`config.mk`:
```
export PLATFORM = sky130hd
export DESIGN_NAME = wbm_top
export DESIGN_NICKNAME = d
export VERILOG_FILES = /design/src/hdl/wbm_pkg.sv /design/src/hdl/wbm_link_if.sv /design/src/hdl/wbm_top.sv /design/src/hdl/wbm_wake_timer.sv /design/src/hdl/wbm_battery_monitor.sv
export SDC_FILE = /design/constraint.sdc
export NUM_CORES = 1
export LEC_CHECK = 0
export ABC_AREA = 1
export BUFFER_PORTS_ARGS = -buffer_cell sky130_fd_sc_hd__clkbuf_2
export CORE_AREA = 2 2 154 156
export DETAILED_ROUTE_END_ITERATION = 10
export DIE_AREA = 0 0 156 158
export HOLD_SLACK_MARGIN = 0.03
export SETUP_SLACK_MARGIN = 0.02
export SYNTH_ARGS = -nofsm -noshare
export SYNTH_HDL_FRONTEND = slang
export SYNTH_SLANG_ARGS = --single-unit
export TNS_END_PERCENT = 50
```
`constraint.sdc`:
```
create_clock -name ref_clk -period 5.5 [get_ports ref_clk]
set_input_delay 0.55 -clock ref_clk [delete_from_list [all_inputs] [get_ports ref_clk]]
set_output_delay 0.55 -clock ref_clk [all_outputs]
set_load 0.03 [all_outputs]
```
`src/hdl/wbm_pkg.sv`:
```
// Purpose: Constants and helpers for the wake-up timer and battery monitor
// Assumes: 10 MHz ref_clk, slow oscillator ticks arrive as one-cycle pulses
// Notes: Offsets are register port addresses
package wbm_pkg;
  localparam logic [6:0] ADDR_STATUS1 = 7'h03;
  localparam logic [6:0] ADDR_STATUS2 = 7'h04;
  localparam logic [6:0] ADDR_IRQ_EN2 = 7'h06;
  localparam logic [6:0] ADDR_OPCTRL1 = 7'h07;
  localparam logic [6:0] ADDR_WAKE_PERIOD_EXPONENT = 7'h14;
  localparam logic [6:0] ADDR_WAKE_MANTISSA_HIGH = 7'h15;
  localparam logic [6:0] ADDR_WAKE_MANTISSA_LOW = 7'h16;
  localparam logic [6:0] ADDR_WAKE_COUNT_HIGH = 7'h17;
  localparam logic [6:0] ADDR_WAKE_COUNT_LOW = 7'h18;
  localparam logic [6:0] ADDR_BATTERY_THRESHOLD = 7'h1a;
  localparam logic [6:0] ADDR_BATTERY_LEVEL = 7'h1b;

  // Field positions
  localparam int BIT_WUT = 3;
  localparam int BIT_LBD = 2;
  localparam int BIT_EN_BM = 6;
  localparam int BIT_EN_WT = 5;
  localparam int BIT_XSEL = 4;
  localparam int EXP_LSB = 2;
  localparam int DIV_LSB = 0;

  // Reset values
  localparam logic [7:0] RST_PERIOD = 8'h00;
  localparam logic [7:0] RST_MANT = 8'h00;
  localparam logic [4:0] RST_THRESH = 5'h14;
  localparam logic [1:0] RST_IRQ_EN = 2'h0;

  // Timing
  localparam int CLK_PERIOD_NS = 100;
  localparam int BM_WINDOW_NS = 250000;
  localparam int BM_WINDOW_CYC = BM_WINDOW_NS / CLK_PERIOD_NS;
  localparam int SLOW_TICKS_PER_S = 32768;
  localparam int BM_LOW_RUN = 4;
  localparam int BASE_SHIFT = 5;

  typedef enum logic [1:0] {
    WBM_BM_IDLE = 2'b00,
    WBM_BM_WAIT = 2'b01,
    WBM_BM_MEAS = 2'b10
  } wbm_bm_state_t;

  // Slow ticks per mantissa unit, less one: 32 * 2^(R-D) - 1
  function automatic logic [20:0] wbm_unit_limit(input logic [3:0] r, input logic [1:0] d);
    logic [4:0] sh;
    sh = 5'(BASE_SHIFT) + {1'b0, r} - {3'b000, d};
    return (21'h000001 << sh) - 21'h000001;
  endfunction : wbm_unit_limit
endpackage : wbm_pkg

```
`src/hdl/wbm_link_if.sv`:
```
// Purpose: Carrier between the control module and the timer and monitor
// Assumes: Single ref_clk domain
// Notes: None
`timescale 1ns/100ps
`default_nettype none
interface wbm_link_if;
  logic slow_tick;
  logic wt_run;
  logic [3:0] wt_exp;
  logic [1:0] wt_div;
  logic [15:0] wt_mant;
  logic wt_expired;
  logic [15:0] wt_count;
  logic bm_en;
  logic [4:0] bm_thresh;
  logic [4:0] bm_code;
  logic bm_low_evt;
  logic bm_power;
  modport ctrl(output slow_tick, wt_run, wt_exp, wt_div, wt_mant, bm_en, bm_thresh,
               input wt_expired, wt_count, bm_code, bm_low_evt, bm_power);
  modport timer(input slow_tick, wt_run, wt_exp, wt_div, wt_mant, output wt_expired, wt_count);
  modport monitor(input slow_tick, bm_en, bm_thresh, output bm_code, bm_low_evt, bm_power);
endinterface : wbm_link_if
`default_nettype wire

```
`src/hdl/wbm_top.sv`:
```
// Purpose: Wake-up timer and battery monitor with host register port
// Assumes: Register port strobes are synchronous single-cycle requests
// Notes: Status bits clear when status 2 is read; a same-cycle event wins
//
// Contract
// - Supply is digitised as a 5-bit code.
// - Battery level register shows the latest code while monitoring is enabled.
// - Code below threshold with its enable set drives the interrupt pin low.
// - Code means 1.7 V plus 50 mV per count, 0 and 31 saturate.
// - Monitor powers detector once per second for about 250 us.
// - Low battery event needs four consecutive low readings.
// - Timer runs from the internal RC oscillator by default.
// - Timer enabled on sleep entry counts the period and flags expiry.
// - Period is 32 times M times 2^(R-D) slow ticks.
// - Running 16-bit count readable at any time in two registers.
// - Enabled timer expiry drives interrupt low and requests the fast crystal.
// - Disabled timer interrupt with IO routing signals expiry on the pin only.
// - External slow crystal select reconfigures the first IO pin.
// - With that select, timer and clock output use the external crystal.
// - Monitor enabled in sleep starts the RC oscillator by itself.
`timescale 1ns/100ps
`default_nettype none
module wbm_top (
  input wire logic ref_clk,
  input wire logic nrst,
  input wire logic [6:0] reg_addr,
  input wire logic reg_wr,
  input wire logic reg_rd,
  input wire logic [7:0] reg_wdata,
  output logic [7:0] reg_rdata,
  output logic reg_rvalid,
  input wire logic sleep_mode,
  input wire logic rc_tick,
  input wire logic xtal32_tick,
  input wire logic [4:0] battery_code_in,
  input wire logic wut_to_io,
  output logic interrupt_request_pin_n,
  output logic battery_monitor_power,
  output logic rc_osc_en,
  output logic first_io_pin_xtal_mode,
  output logic slow_clk_from_xtal,
  output logic xtal30_start,
  output logic wut_io_out
);
  wbm_link_if lk ();

  logic [7:0] period_reg;
  logic [7:0] mant_hi_reg;
  logic [7:0] mant_lo_reg;
  logic [4:0] thresh_reg;
  logic en_wut_reg;
  logic en_lbd_reg;
  logic bm_en_reg;
  logic wt_en_reg;
  logic xsel_reg;
  logic flag_wut_reg;
  logic flag_lbd_reg;
  logic wt_run_reg;
  logic sleep_d_reg;
  logic [7:0] rdata_reg;
  logic rvalid_reg;
  logic irq_n_reg;
  logic xtal30_reg;
  logic wut_io_reg;
  logic rc_en_reg;
  logic wr_hit;
  logic rd_status2;
  logic sleep_entry;
  logic [7:0] rd_next;

  assign sleep_entry = sleep_mode && !sleep_d_reg;
  assign rd_status2 = reg_rd && reg_addr == wbm_pkg::ADDR_STATUS2;
  assign wr_hit = reg_wr;

  // Timer tick source follows the slow clock select
  assign lk.slow_tick = xsel_reg ? xtal32_tick : rc_tick;
  assign lk.wt_run = wt_run_reg;
  assign lk.wt_exp = period_reg[wbm_pkg::EXP_LSB +: 4];
  assign lk.wt_div = period_reg[wbm_pkg::DIV_LSB +: 2];
  assign lk.wt_mant = {mant_hi_reg, mant_lo_reg};
  assign lk.bm_en = bm_en_reg;
  assign lk.bm_thresh = thresh_reg;

  wbm_wake_timer u_timer (
    .ref_clk(ref_clk),
    .nrst(nrst),
    .lk(lk.timer)
  );

  wbm_battery_monitor u_monitor (
    .ref_clk(ref_clk),
    .nrst(nrst),
    .adc_code(battery_code_in),
    .lk(lk.monitor)
  );

  // Configuration registers
  always_ff @(posedge ref_clk) begin
    if (!nrst) begin
      period_reg <= wbm_pkg::RST_PERIOD;
      mant_hi_reg <= wbm_pkg::RST_MANT;
      mant_lo_reg <= wbm_pkg::RST_MANT;
      thresh_reg <= wbm_pkg::RST_THRESH;
      en_wut_reg <= wbm_pkg::RST_IRQ_EN[1];
      en_lbd_reg <= wbm_pkg::RST_IRQ_EN[0];
      bm_en_reg <= 1'b0;
      wt_en_reg <= 1'b0;
      xsel_reg <= 1'b0;
    end else if (wr_hit) begin
      unique case (reg_addr)
        wbm_pkg::ADDR_WAKE_PERIOD_EXPONENT: period_reg <= {2'b00, reg_wdata[5:0]};
        wbm_pkg::ADDR_WAKE_MANTISSA_HIGH: mant_hi_reg <= reg_wdata;
        wbm_pkg::ADDR_WAKE_MANTISSA_LOW: mant_lo_reg <= reg_wdata;
        wbm_pkg::ADDR_BATTERY_THRESHOLD: thresh_reg <= reg_wdata[4:0];
        wbm_pkg::ADDR_IRQ_EN2: begin
          en_wut_reg <= reg_wdata[wbm_pkg::BIT_WUT];
          en_lbd_reg <= reg_wdata[wbm_pkg::BIT_LBD];
        end
        wbm_pkg::ADDR_OPCTRL1: begin
          bm_en_reg <= reg_wdata[wbm_pkg::BIT_EN_BM];
          wt_en_reg <= reg_wdata[wbm_pkg::BIT_EN_WT];
          xsel_reg <= reg_wdata[wbm_pkg::BIT_XSEL];
        end
        default: ;
      endcase
    end
  end

  // Timer run control: armed on sleep entry, dropped when disabled
  always_ff @(posedge ref_clk) begin
    if (!nrst) begin
      sleep_d_reg <= 1'b0;
      wt_run_reg <= 1'b0;
    end else begin
      sleep_d_reg <= sleep_mode;
      if (!wt_en_reg) begin
        wt_run_reg <= 1'b0;
      end else if (sleep_entry) begin
        wt_run_reg <= 1'b1;
      end
    end
  end

  // Sticky event flags; a same-cycle event wins over the read clear
  always_ff @(posedge ref_clk) begin
    if (!nrst) begin
      flag_wut_reg <= 1'b0;
      flag_lbd_reg <= 1'b0;
    end else begin
      if (lk.wt_expired && en_wut_reg) begin
        flag_wut_reg <= 1'b1;
      end else if (rd_status2) begin
        flag_wut_reg <= 1'b0;
      end
      if (lk.bm_low_evt) begin
        flag_lbd_reg <= 1'b1;
      end else if (rd_status2) begin
        flag_lbd_reg <= 1'b0;
      end
    end
  end

  // Interrupt pin and wake actions
  always_ff @(posedge ref_clk) begin
    if (!nrst) begin
      irq_n_reg <= 1'b1;
      xtal30_reg <= 1'b0;
      wut_io_reg <= 1'b0;
    end else begin
      irq_n_reg <= !((flag_lbd_reg && en_lbd_reg) || (flag_wut_reg && en_wut_reg));
      if (lk.wt_expired && en_wut_reg) begin
        xtal30_reg <= 1'b1;
      end else if (!sleep_mode) begin
        xtal30_reg <= 1'b0;
      end
      // Without the interrupt the state is left alone; only the pin reports
      if (lk.wt_expired && !en_wut_reg && wut_to_io) begin
        wut_io_reg <= 1'b1;
      end else if (rd_status2 || !wut_to_io) begin
        wut_io_reg <= 1'b0;
      end
    end
  end

  // Oscillator and pin routing
  always_ff @(posedge ref_clk) begin
    if (!nrst) begin
      rc_en_reg <= 1'b0;
    end else begin
      rc_en_reg <= sleep_mode && ((bm_en_reg) || (wt_en_reg && !xsel_reg));
    end
  end

  // Register read mux; unmapped addresses read zero
  always_comb begin
    rd_next = 8'h00;
    unique case (reg_addr)
      wbm_pkg::ADDR_STATUS1: rd_next = 8'h00;
      wbm_pkg::ADDR_STATUS2: begin
        rd_next[wbm_pkg::BIT_WUT] = flag_wut_reg;
        rd_next[wbm_pkg::BIT_LBD] = flag_lbd_reg;
      end
      wbm_pkg::ADDR_IRQ_EN2: begin
        rd_next[wbm_pkg::BIT_WUT] = en_wut_reg;
        rd_next[wbm_pkg::BIT_LBD] = en_lbd_reg;
      end
      wbm_pkg::ADDR_OPCTRL1: begin
        rd_next[wbm_pkg::BIT_EN_BM] = bm_en_reg;
        rd_next[wbm_pkg::BIT_EN_WT] = wt_en_reg;
        rd_next[wbm_pkg::BIT_XSEL] = xsel_reg;
      end
      wbm_pkg::ADDR_WAKE_PERIOD_EXPONENT: rd_next = period_reg;
      wbm_pkg::ADDR_WAKE_MANTISSA_HIGH: rd_next = mant_hi_reg;
      wbm_pkg::ADDR_WAKE_MANTISSA_LOW: rd_next = mant_lo_reg;
      wbm_pkg::ADDR_WAKE_COUNT_HIGH: rd_next = lk.wt_count[15:8];
      wbm_pkg::ADDR_WAKE_COUNT_LOW: rd_next = lk.wt_count[7:0];
      wbm_pkg::ADDR_BATTERY_THRESHOLD: rd_next = {3'b000, thresh_reg};
      // Code is raw: volts = 1.7 + 0.05 * code, ends saturate
      wbm_pkg::ADDR_BATTERY_LEVEL: rd_next = bm_en_reg ? {3'b000, lk.bm_code} : 8'h00;
      default: rd_next = 8'h00;
    endcase
  end

  always_ff @(posedge ref_clk) begin
    if (!nrst) begin
      rdata_reg <= 8'h00;
      rvalid_reg <= 1'b0;
    end else begin
      rvalid_reg <= reg_rd;
      if (reg_rd) begin
        rdata_reg <= rd_next;
      end
    end
  end

  assign reg_rdata = rdata_reg;
  assign reg_rvalid = rvalid_reg;
  assign interrupt_request_pin_n = irq_n_reg;
  assign battery_monitor_power = lk.bm_power;
  assign rc_osc_en = rc_en_reg;
  assign first_io_pin_xtal_mode = xsel_reg;
  assign slow_clk_from_xtal = xsel_reg;
  assign xtal30_start = xtal30_reg;
  assign wut_io_out = wut_io_reg;
endmodule : wbm_top
`default_nettype wire

```
`src/hdl/wbm_wake_timer.sv`:
```
// Purpose: Wake-up period counter
// Assumes: slow_tick is one ref_clk cycle per slow oscillator period
// Notes: Mantissa of zero never expires
`timescale 1ns/100ps
`default_nettype none
module wbm_wake_timer (
  input wire logic ref_clk,
  input wire logic nrst,
  wbm_link_if.timer lk
);
  logic [20:0] unit_reg;
  logic [15:0] count_reg;
  logic exp_reg;
  logic [20:0] unit_lim;

  assign unit_lim = wbm_pkg::wbm_unit_limit(lk.wt_exp, lk.wt_div);

  always_ff @(posedge ref_clk) begin
    if (!nrst || !lk.wt_run) begin
      unit_reg <= 21'h000000;
      count_reg <= 16'h0000;
      exp_reg <= 1'b0;
    end else begin
      exp_reg <= 1'b0;
      if (lk.slow_tick) begin
        if (unit_reg >= unit_lim) begin
          unit_reg <= 21'h000000;
          if (count_reg + 16'h0001 == lk.wt_mant && lk.wt_mant != 16'h0000) begin
            count_reg <= 16'h0000;
            exp_reg <= 1'b1;
          end else begin
            count_reg <= count_reg + 16'h0001;
          end
        end else begin
          unit_reg <= unit_reg + 21'h000001;
        end
      end
    end
  end

  assign lk.wt_expired = exp_reg;
  assign lk.wt_count = count_reg;
endmodule : wbm_wake_timer
`default_nettype wire

```
`src/hdl/wbm_battery_monitor.sv`:
```
// Purpose: Periodic supply measurement and low-level filter
// Assumes: Converter code is valid at the end of the power window
// Notes: Low event fires once per run of low readings
`timescale 1ns/100ps
`default_nettype none
module wbm_battery_monitor (
  input wire logic ref_clk,
  input wire logic nrst,
  input wire logic [4:0] adc_code,
  wbm_link_if.monitor lk
);
  wbm_pkg::wbm_bm_state_t state_reg;
  logic [15:0] tick_reg;
  logic [11:0] win_reg;
  logic [4:0] code_reg;
  logic [2:0] run_reg;
  logic evt_reg;

  always_ff @(posedge ref_clk) begin
    if (!nrst || !lk.bm_en) begin
      state_reg <= wbm_pkg::WBM_BM_IDLE;
      tick_reg <= 16'h0000;
      win_reg <= 12'h000;
      code_reg <= 5'h00;
      run_reg <= 3'h0;
      evt_reg <= 1'b0;
    end else begin
      evt_reg <= 1'b0;
      unique case (state_reg)
        wbm_pkg::WBM_BM_IDLE: begin
          win_reg <= 12'h000;
          state_reg <= wbm_pkg::WBM_BM_MEAS; // First reading right after enable
        end
        wbm_pkg::WBM_BM_WAIT: begin
          if (lk.slow_tick) begin
            if (tick_reg == 16'(wbm_pkg::SLOW_TICKS_PER_S - 1)) begin
              tick_reg <= 16'h0000;
              win_reg <= 12'h000;
              state_reg <= wbm_pkg::WBM_BM_MEAS;
            end else begin
              tick_reg <= tick_reg + 16'h0001;
            end
          end
        end
        wbm_pkg::WBM_BM_MEAS: begin
          if (lk.slow_tick) begin
            tick_reg <= tick_reg + 16'h0001;
          end
          if (win_reg == 12'(wbm_pkg::BM_WINDOW_CYC - 1)) begin
            code_reg <= adc_code;
            state_reg <= wbm_pkg::WBM_BM_WAIT;
            if (adc_code < lk.bm_thresh) begin
              if (run_reg == 3'(wbm_pkg::BM_LOW_RUN - 1)) begin
                evt_reg <= 1'b1;
              end
              if (run_reg != 3'(wbm_pkg::BM_LOW_RUN)) begin
                run_reg <= run_reg + 3'h1;
              end
            end else begin
              run_reg <= 3'h0;
            end
          end else begin
            win_reg <= win_reg + 12'h001;
          end
        end
        default: state_reg <= wbm_pkg::WBM_BM_IDLE;
      endcase
    end
  end

  assign lk.bm_code = code_reg;
  assign lk.bm_low_evt = evt_reg;
  assign lk.bm_power = (state_reg == wbm_pkg::WBM_BM_MEAS);
endmodule : wbm_battery_monitor
`default_nettype wire

```
* Word-level counts from Yosys, hierarchy flattened
Cells that the tools add are included.
** Word-level totals
- Register bits after elaboration :: 126
- Output and inout port bits :: 16
- Input bits :: 28
- Word-level logic and storage cells :: 144
** Operators by class
- Bitwise operators :: 5
- Order comparisons :: 2
- Shift operators :: 1
- Eq/ne operators :: 24
- Add/sub/neg operators :: 8
- Mux-type cells :: 31
- Reductions and logical operators :: 45
** Operators by type and width (count)
- 16-bit two-way mux :: 4
- 7-bit by 5-bit == test with 1-bit output, second input constant :: 7
- 12-bit two-way mux :: 3
- 12-bit case mux with 3 select lines :: 1
- 16-bit by 1-bit adder with 16-bit output, second input constant :: 2
- 16-bit case mux with 2 select lines :: 1
- 3-bit case mux with 8 select lines :: 1
- 21-bit by 1-bit adder with 21-bit output, second input constant :: 1
- 7-bit by 3-bit == test with 1-bit output, second input constant :: 3
- 21-bit greater-or-equal comparator :: 1
- 21-bit two-way mux :: 1
- 1-bit by 5-bit left shift with 21-bit output, first input constant :: 1
- 21-bit by 1-bit subtractor with 21-bit output, second input constant :: 1
- 2-bit case mux with 9 select lines :: 1
- 2-bit AND reduction :: 9
- 16-bit by 15-bit == test with 1-bit output, second input constant :: 1
- 16-bit == test :: 1
- 16-bit nonzero test :: 1
- 2-bit case mux with 7 select lines :: 1
- 12-bit by 1-bit adder with 12-bit output, second input constant :: 1
- 12-bit == test, second input constant :: 1
- 1-bit logical AND :: 10
- 1-bit two-way mux :: 10
- 3-bit AND reduction :: 3
- other kinds (24) :: 50

* Logic depth before layout (Yosys ltp)
- Depth in word-level cells :: 7
- Depth in mapped cells :: 29
- Gate-level depth less buffers :: 29

* Modules after synthesis
Synthesis repeated with hierarchy kept, for this count alone.
** Unflattened totals
- Cell total of the unflattened synthesis :: 1300
- Area total of the unflattened synthesis :: 8264.2 um2
** By module, submodules not included
- wbm_wake_timer :: cells each 603, area an instance 3582.2 um2, seq. area each 760.7 um2, instances 1
- wbm_top :: cells each 351, area an instance 2384.8 um2, seq. area each 980.9 um2, instances 1
- wbm_battery_monitor :: cells each 346, area an instance 2297.2 um2, seq. area each 780.7 um2, instances 1

* Least setup slack after synthesis
No wires, ideal clock.
- Path kind :: register to register
- Start point :: reg period_reg[3]
- End point :: reg u_timer.count_reg[15] (netlist: u_timer.lk.wt_count[15])
- Cell stages (with the launch flop) :: 30
- Required time :: 5430 ps
- Path buffers :: 2
- Library setup time :: 70 ps
- Arrival :: 4304 ps
- Path slack :: 1126 ps
- Period minus slack after synthesis :: 4374 ps
- Cells stage by stage :: dfxtp_1 > inv_1 > ha_1 > inv_1 > ha_1 > inv_1 > fa_1 > clkbuf_1 > inv_1 > nor2_1 > nand2_1 > ha_1 > inv_1 > nor2_1 > nand3_1 > a21oi_1 > nand3_1 > xor2_1 > ha_1 > nand2_1 > nor2_1 > nand2_1 > nor2_1 > o21ai_0 > nand4_1 > nand2_1 > inv_1 > buf_1 > nand3_1 > a21oi_1
** Between the ends
- Cells in the longest elaborated chain, start to end :: 6
** Ends and longest elaborated chain
- from (decl) :: line wbm_top.sv:47 : logic [7:0] period_reg;
- from (signal assigned) :: line wbm_top.sv:100 : period_reg <= wbm_pkg::RST_PERIOD;
- from (signal assigned) :: line wbm_top.sv:111 : wbm_pkg::ADDR_WAKE_PERIOD_EXPONENT: period_reg <= {2'b00, reg_wdata[5:0]};
- 3-bit by 4-bit adder with 5-bit output :: line wbm_pkg.sv:49 : sh = 5'(BASE_SHIFT) + {1'b0, r} - {3'b000, d};
- 5-bit by 2-bit subtractor with 5-bit output :: line wbm_pkg.sv:49
- 1-bit by 5-bit left shift with 21-bit output :: line wbm_pkg.sv:50 : return (21'h000001 << sh) - 21'h000001;
- 21-bit by 1-bit subtractor with 21-bit output :: line wbm_pkg.sv:50
- 21-bit greater-or-equal comparator :: line wbm_wake_timer.sv:26 : if (unit_reg >= unit_lim) begin
- 2-bit AND reduction (no source line)
- to (signal assigned) :: line wbm_wake_timer.sv:32 : count_reg <= count_reg + 16'h0001;
- to (decl) :: line wbm_wake_timer.sv:12 : logic [15:0] count_reg;
Every way passes these cells.
A chain may end at the register's enable or synchronous reset.

* Worst setup path in the final report
- Start point :: reg period_reg[3]
- End point :: reg u_timer.count_reg[11] (netlist: u_timer.lk.wt_count[11])
The elaborated chain is that of the path after synthesis.

==> run metrics <==
post-DP HPWL approximately 16,000 um; Syn-to-layout area delta 14.7%; syn avg cell area between 6 and 7 sq um; vias about 7,400; share of layout cells above drive strength 1 8.96%; Worst-Margin Slew approximately 0.84 ns; Clock Sinks about 130; Pre-Repair DR Iteration Count 5; # rows between 50 and 60; Worst-path clk slew approximately 0.06 ns; Finished Cell Area around 0.0086 sq mm; max cap viols 0; GRT Util Overall about 17%; register bit total from synthesis roughly 130; number of synthesized flops with an enable pin 0; Clk Latency, worst-skew pair 0.42 ns; Inst Count DP around 1,400; aggregate global routing overflow 0; H-Tree Depth 4; fmax 0.202 GHz; critical path peak fanout 25; number of global-route vias before repair approximately 6,900; PortBufs 43; ANT nets after route 0; Yosys warnings 0; CTS tree done; post-DR vias/cell between 5 and 6; Pwr Density ~250 mW/mm^2; clock buffer depth 2; root buffer cell clkbuf_16; Max IR drop VDD between 0.2 and 0.25 mV; n_diodes 0; Synth Net Count about 1,200; first-pass GRT wire length ~34,000 um; Mapped Area ~0.0075 sq mm; setup TNS 0 ns; placed cell areas 0.00797 sq mm; CP Capture Type flip-flop; Req. time, crit path 5.81 ns; Routed WL slightly above 20,000 um; worst slack at placement around 0.54 ns; post-synth top area cell dfxtp_1; Die Area 0.0246 sq mm; crit start category flip-flop; Die X around 160 um; clock skew ~0.0093 ns; commonest non-fill, non-tap cells in the layout 228 x nand2_1, 141 x inv_1, 126 x dfxtp_1, 125 x nor2_1, 100 x a21oi_1; final setup vio count 0; Non-Filler Instances ~1,500; synth top area cells dfxtp_1 34%, nand2_1 11%, inv_1 7.1%; largest net degree at the start of global routing 36; sequential area share after synthesis around a third; Worst Hold Class in -> reg; total setup buffers inserted after CTS 0; status finished clean; Die Y 158 um; Initial Utilization around a third; Final min period just under 5 ns; final worst-path cycle share between 90 and 100%; Crit Path Category reg -> reg; RSZ-0062 raised after global routing false; P_leak approximately 3.4 nW; Layout Utilization 37.2%; Final WS setup ~0.55 ns; Residual DRC 0; Initial DRC Count 539; core area around 0.023 sq mm; pins over their slew limit 0; max reg flops 21; CTS Buf Count 17; synthesized instance count 1,107; commonest non-fill, non-tap cell in the layout nand2_1; Final Hold Fails 0; WP data arrival 5.26 ns; Yosys top cell area share between 30 and 40%; gpl congestion between 0.9 and 1; asr flop ratio synth 0%; Yosys cell types 52; Post-CTS Hold Fix Bufs 0; Wirelength per Cell approximately 14 um; Resize count post-CTS 0; initial antenna violation count 0; nets roughly 1,200; num ports between 40 and 50; slew margin rel. a little over two fifths; ys flop type dfxtp_1
-- cell usage after synthesis, types with 2 or more instances --
cell and instances:
a211oi_1 4, a21oi_1 100, a21oi_2 3, a22oi_1 2, a31oi_1 5, and3_1 2
buf_2 3, buf_4 3, clkbuf_1 14, dfxtp_1 126, ha_1 37, inv_1 142
nand2_1 228, nand2_2 4, nand3_1 83, nand3b_1 3, nand4_1 26, nor2_1 125
nor2_2 4, nor2_4 3, nor3_1 25, nor3b_1 3, nor4_1 6, o211ai_1 4
o21ai_0 71, o21bai_1 2, o221ai_1 2, o22ai_1 16, o31ai_1 3, or2_2 5
or3_1 4, xnor2_1 8, xor2_1 22
-- worst max-delay path, cell delays in order, from the launching register on --
cell        delay [ns]
dfxtp_1           0.33
inv_1             0.06
ha_1              0.26
inv_1             0.06
ha_1              0.15
inv_1             0.05
fa_1              0.39
xor2_1            0.19
nand2_2           0.18
inv_1             0.14
nand2_1           0.12
ha_1              0.14
inv_1             0.06
nor2_1            0.32
nand3_1           0.22
a21oi_1           0.21
nand3_1           0.10
xor2_1            0.16
ha_1              0.31
a21oi_1           0.13
o21ai_0           0.10
a21oi_1           0.14
nand4_1           0.14
nand2_1           0.18
clkinvlp_4        0.36
o21ai_0           0.27
nor2_1            0.07
-- stage by stage --
step | hold WS (ns) | power [mW]
final | 0.333 | 2.14
after global routing | 0.318 | 2.22
after CTS | 0.320 | 2.16
after detailed placement | 0.431 | 0.995
after global placement | 0.425 | 0.995
after floorplan | 0.413 | 0.970
-- final timing paths --
check / from / to / slack [ns] / depth (start not counted)
worst min-delay path: wut_to_io / wut_io_out / 0.33 / 3
worst max-delay path: period_reg[3] / u_timer.lk.wt_count[11] / 0.55 / 26
worst max register to register: period_reg[3] / u_timer.lk.wt_count[11] / 0.55 / 26
worst min register to register: u_monitor.lk.bm_low_evt / flag_lbd_reg / 0.44 / 2
-- layout make-up --
| cell class | count | area [sq um] |
|---|---|---|
| inverter | 144 | 544 |
| clock inverter | 14 | 179 |
| sequential | 126 | 2520 |
| multi-input combinational | 814 | 4300 |
| tap | 290 | 363 |
| clock buffer | 17 | 425 |
| timing repair buffer | 46 | 238 |
| fill | 2482 | 14500 |
-- cells by family (layout without fill, tap and decap cells) --
logic type / after synthesis / count (layout) / share of synthesized area [%]
AOI/OAI and AO/OA: 221 / 221 / 16.5
xor gates and xnor gates: 31 / 31 / 3.83
buffers and inverters: 167 / 221 / 8.73
adders and majority gates: 38 / 38 / 6.46
and+or+nand+nor: 524 / 524 / 30.8
DFF: 126 / 126 / 33.7
-- layer usage --
metal	GRT usage (%)	vias up	wire length, um	part of all wire (%)
met5	0	-	0	0
met4	5.85	0	421	2.0
met3	3.78	30	1030	5.0
met2	28.3	178	9680	47
met1	22.4	3382	9620	46
li1	-	3774	-	-
-- power by group --
part	switching [mW]	internal (mW)	leakage [nW]
Clock	0.451	0.719	0.288
Combinational	0.0413	0.0190	2.10
Sequential	0.000876	0.914	1.02
No activity file was read; power rests on OpenSTA's default activity.
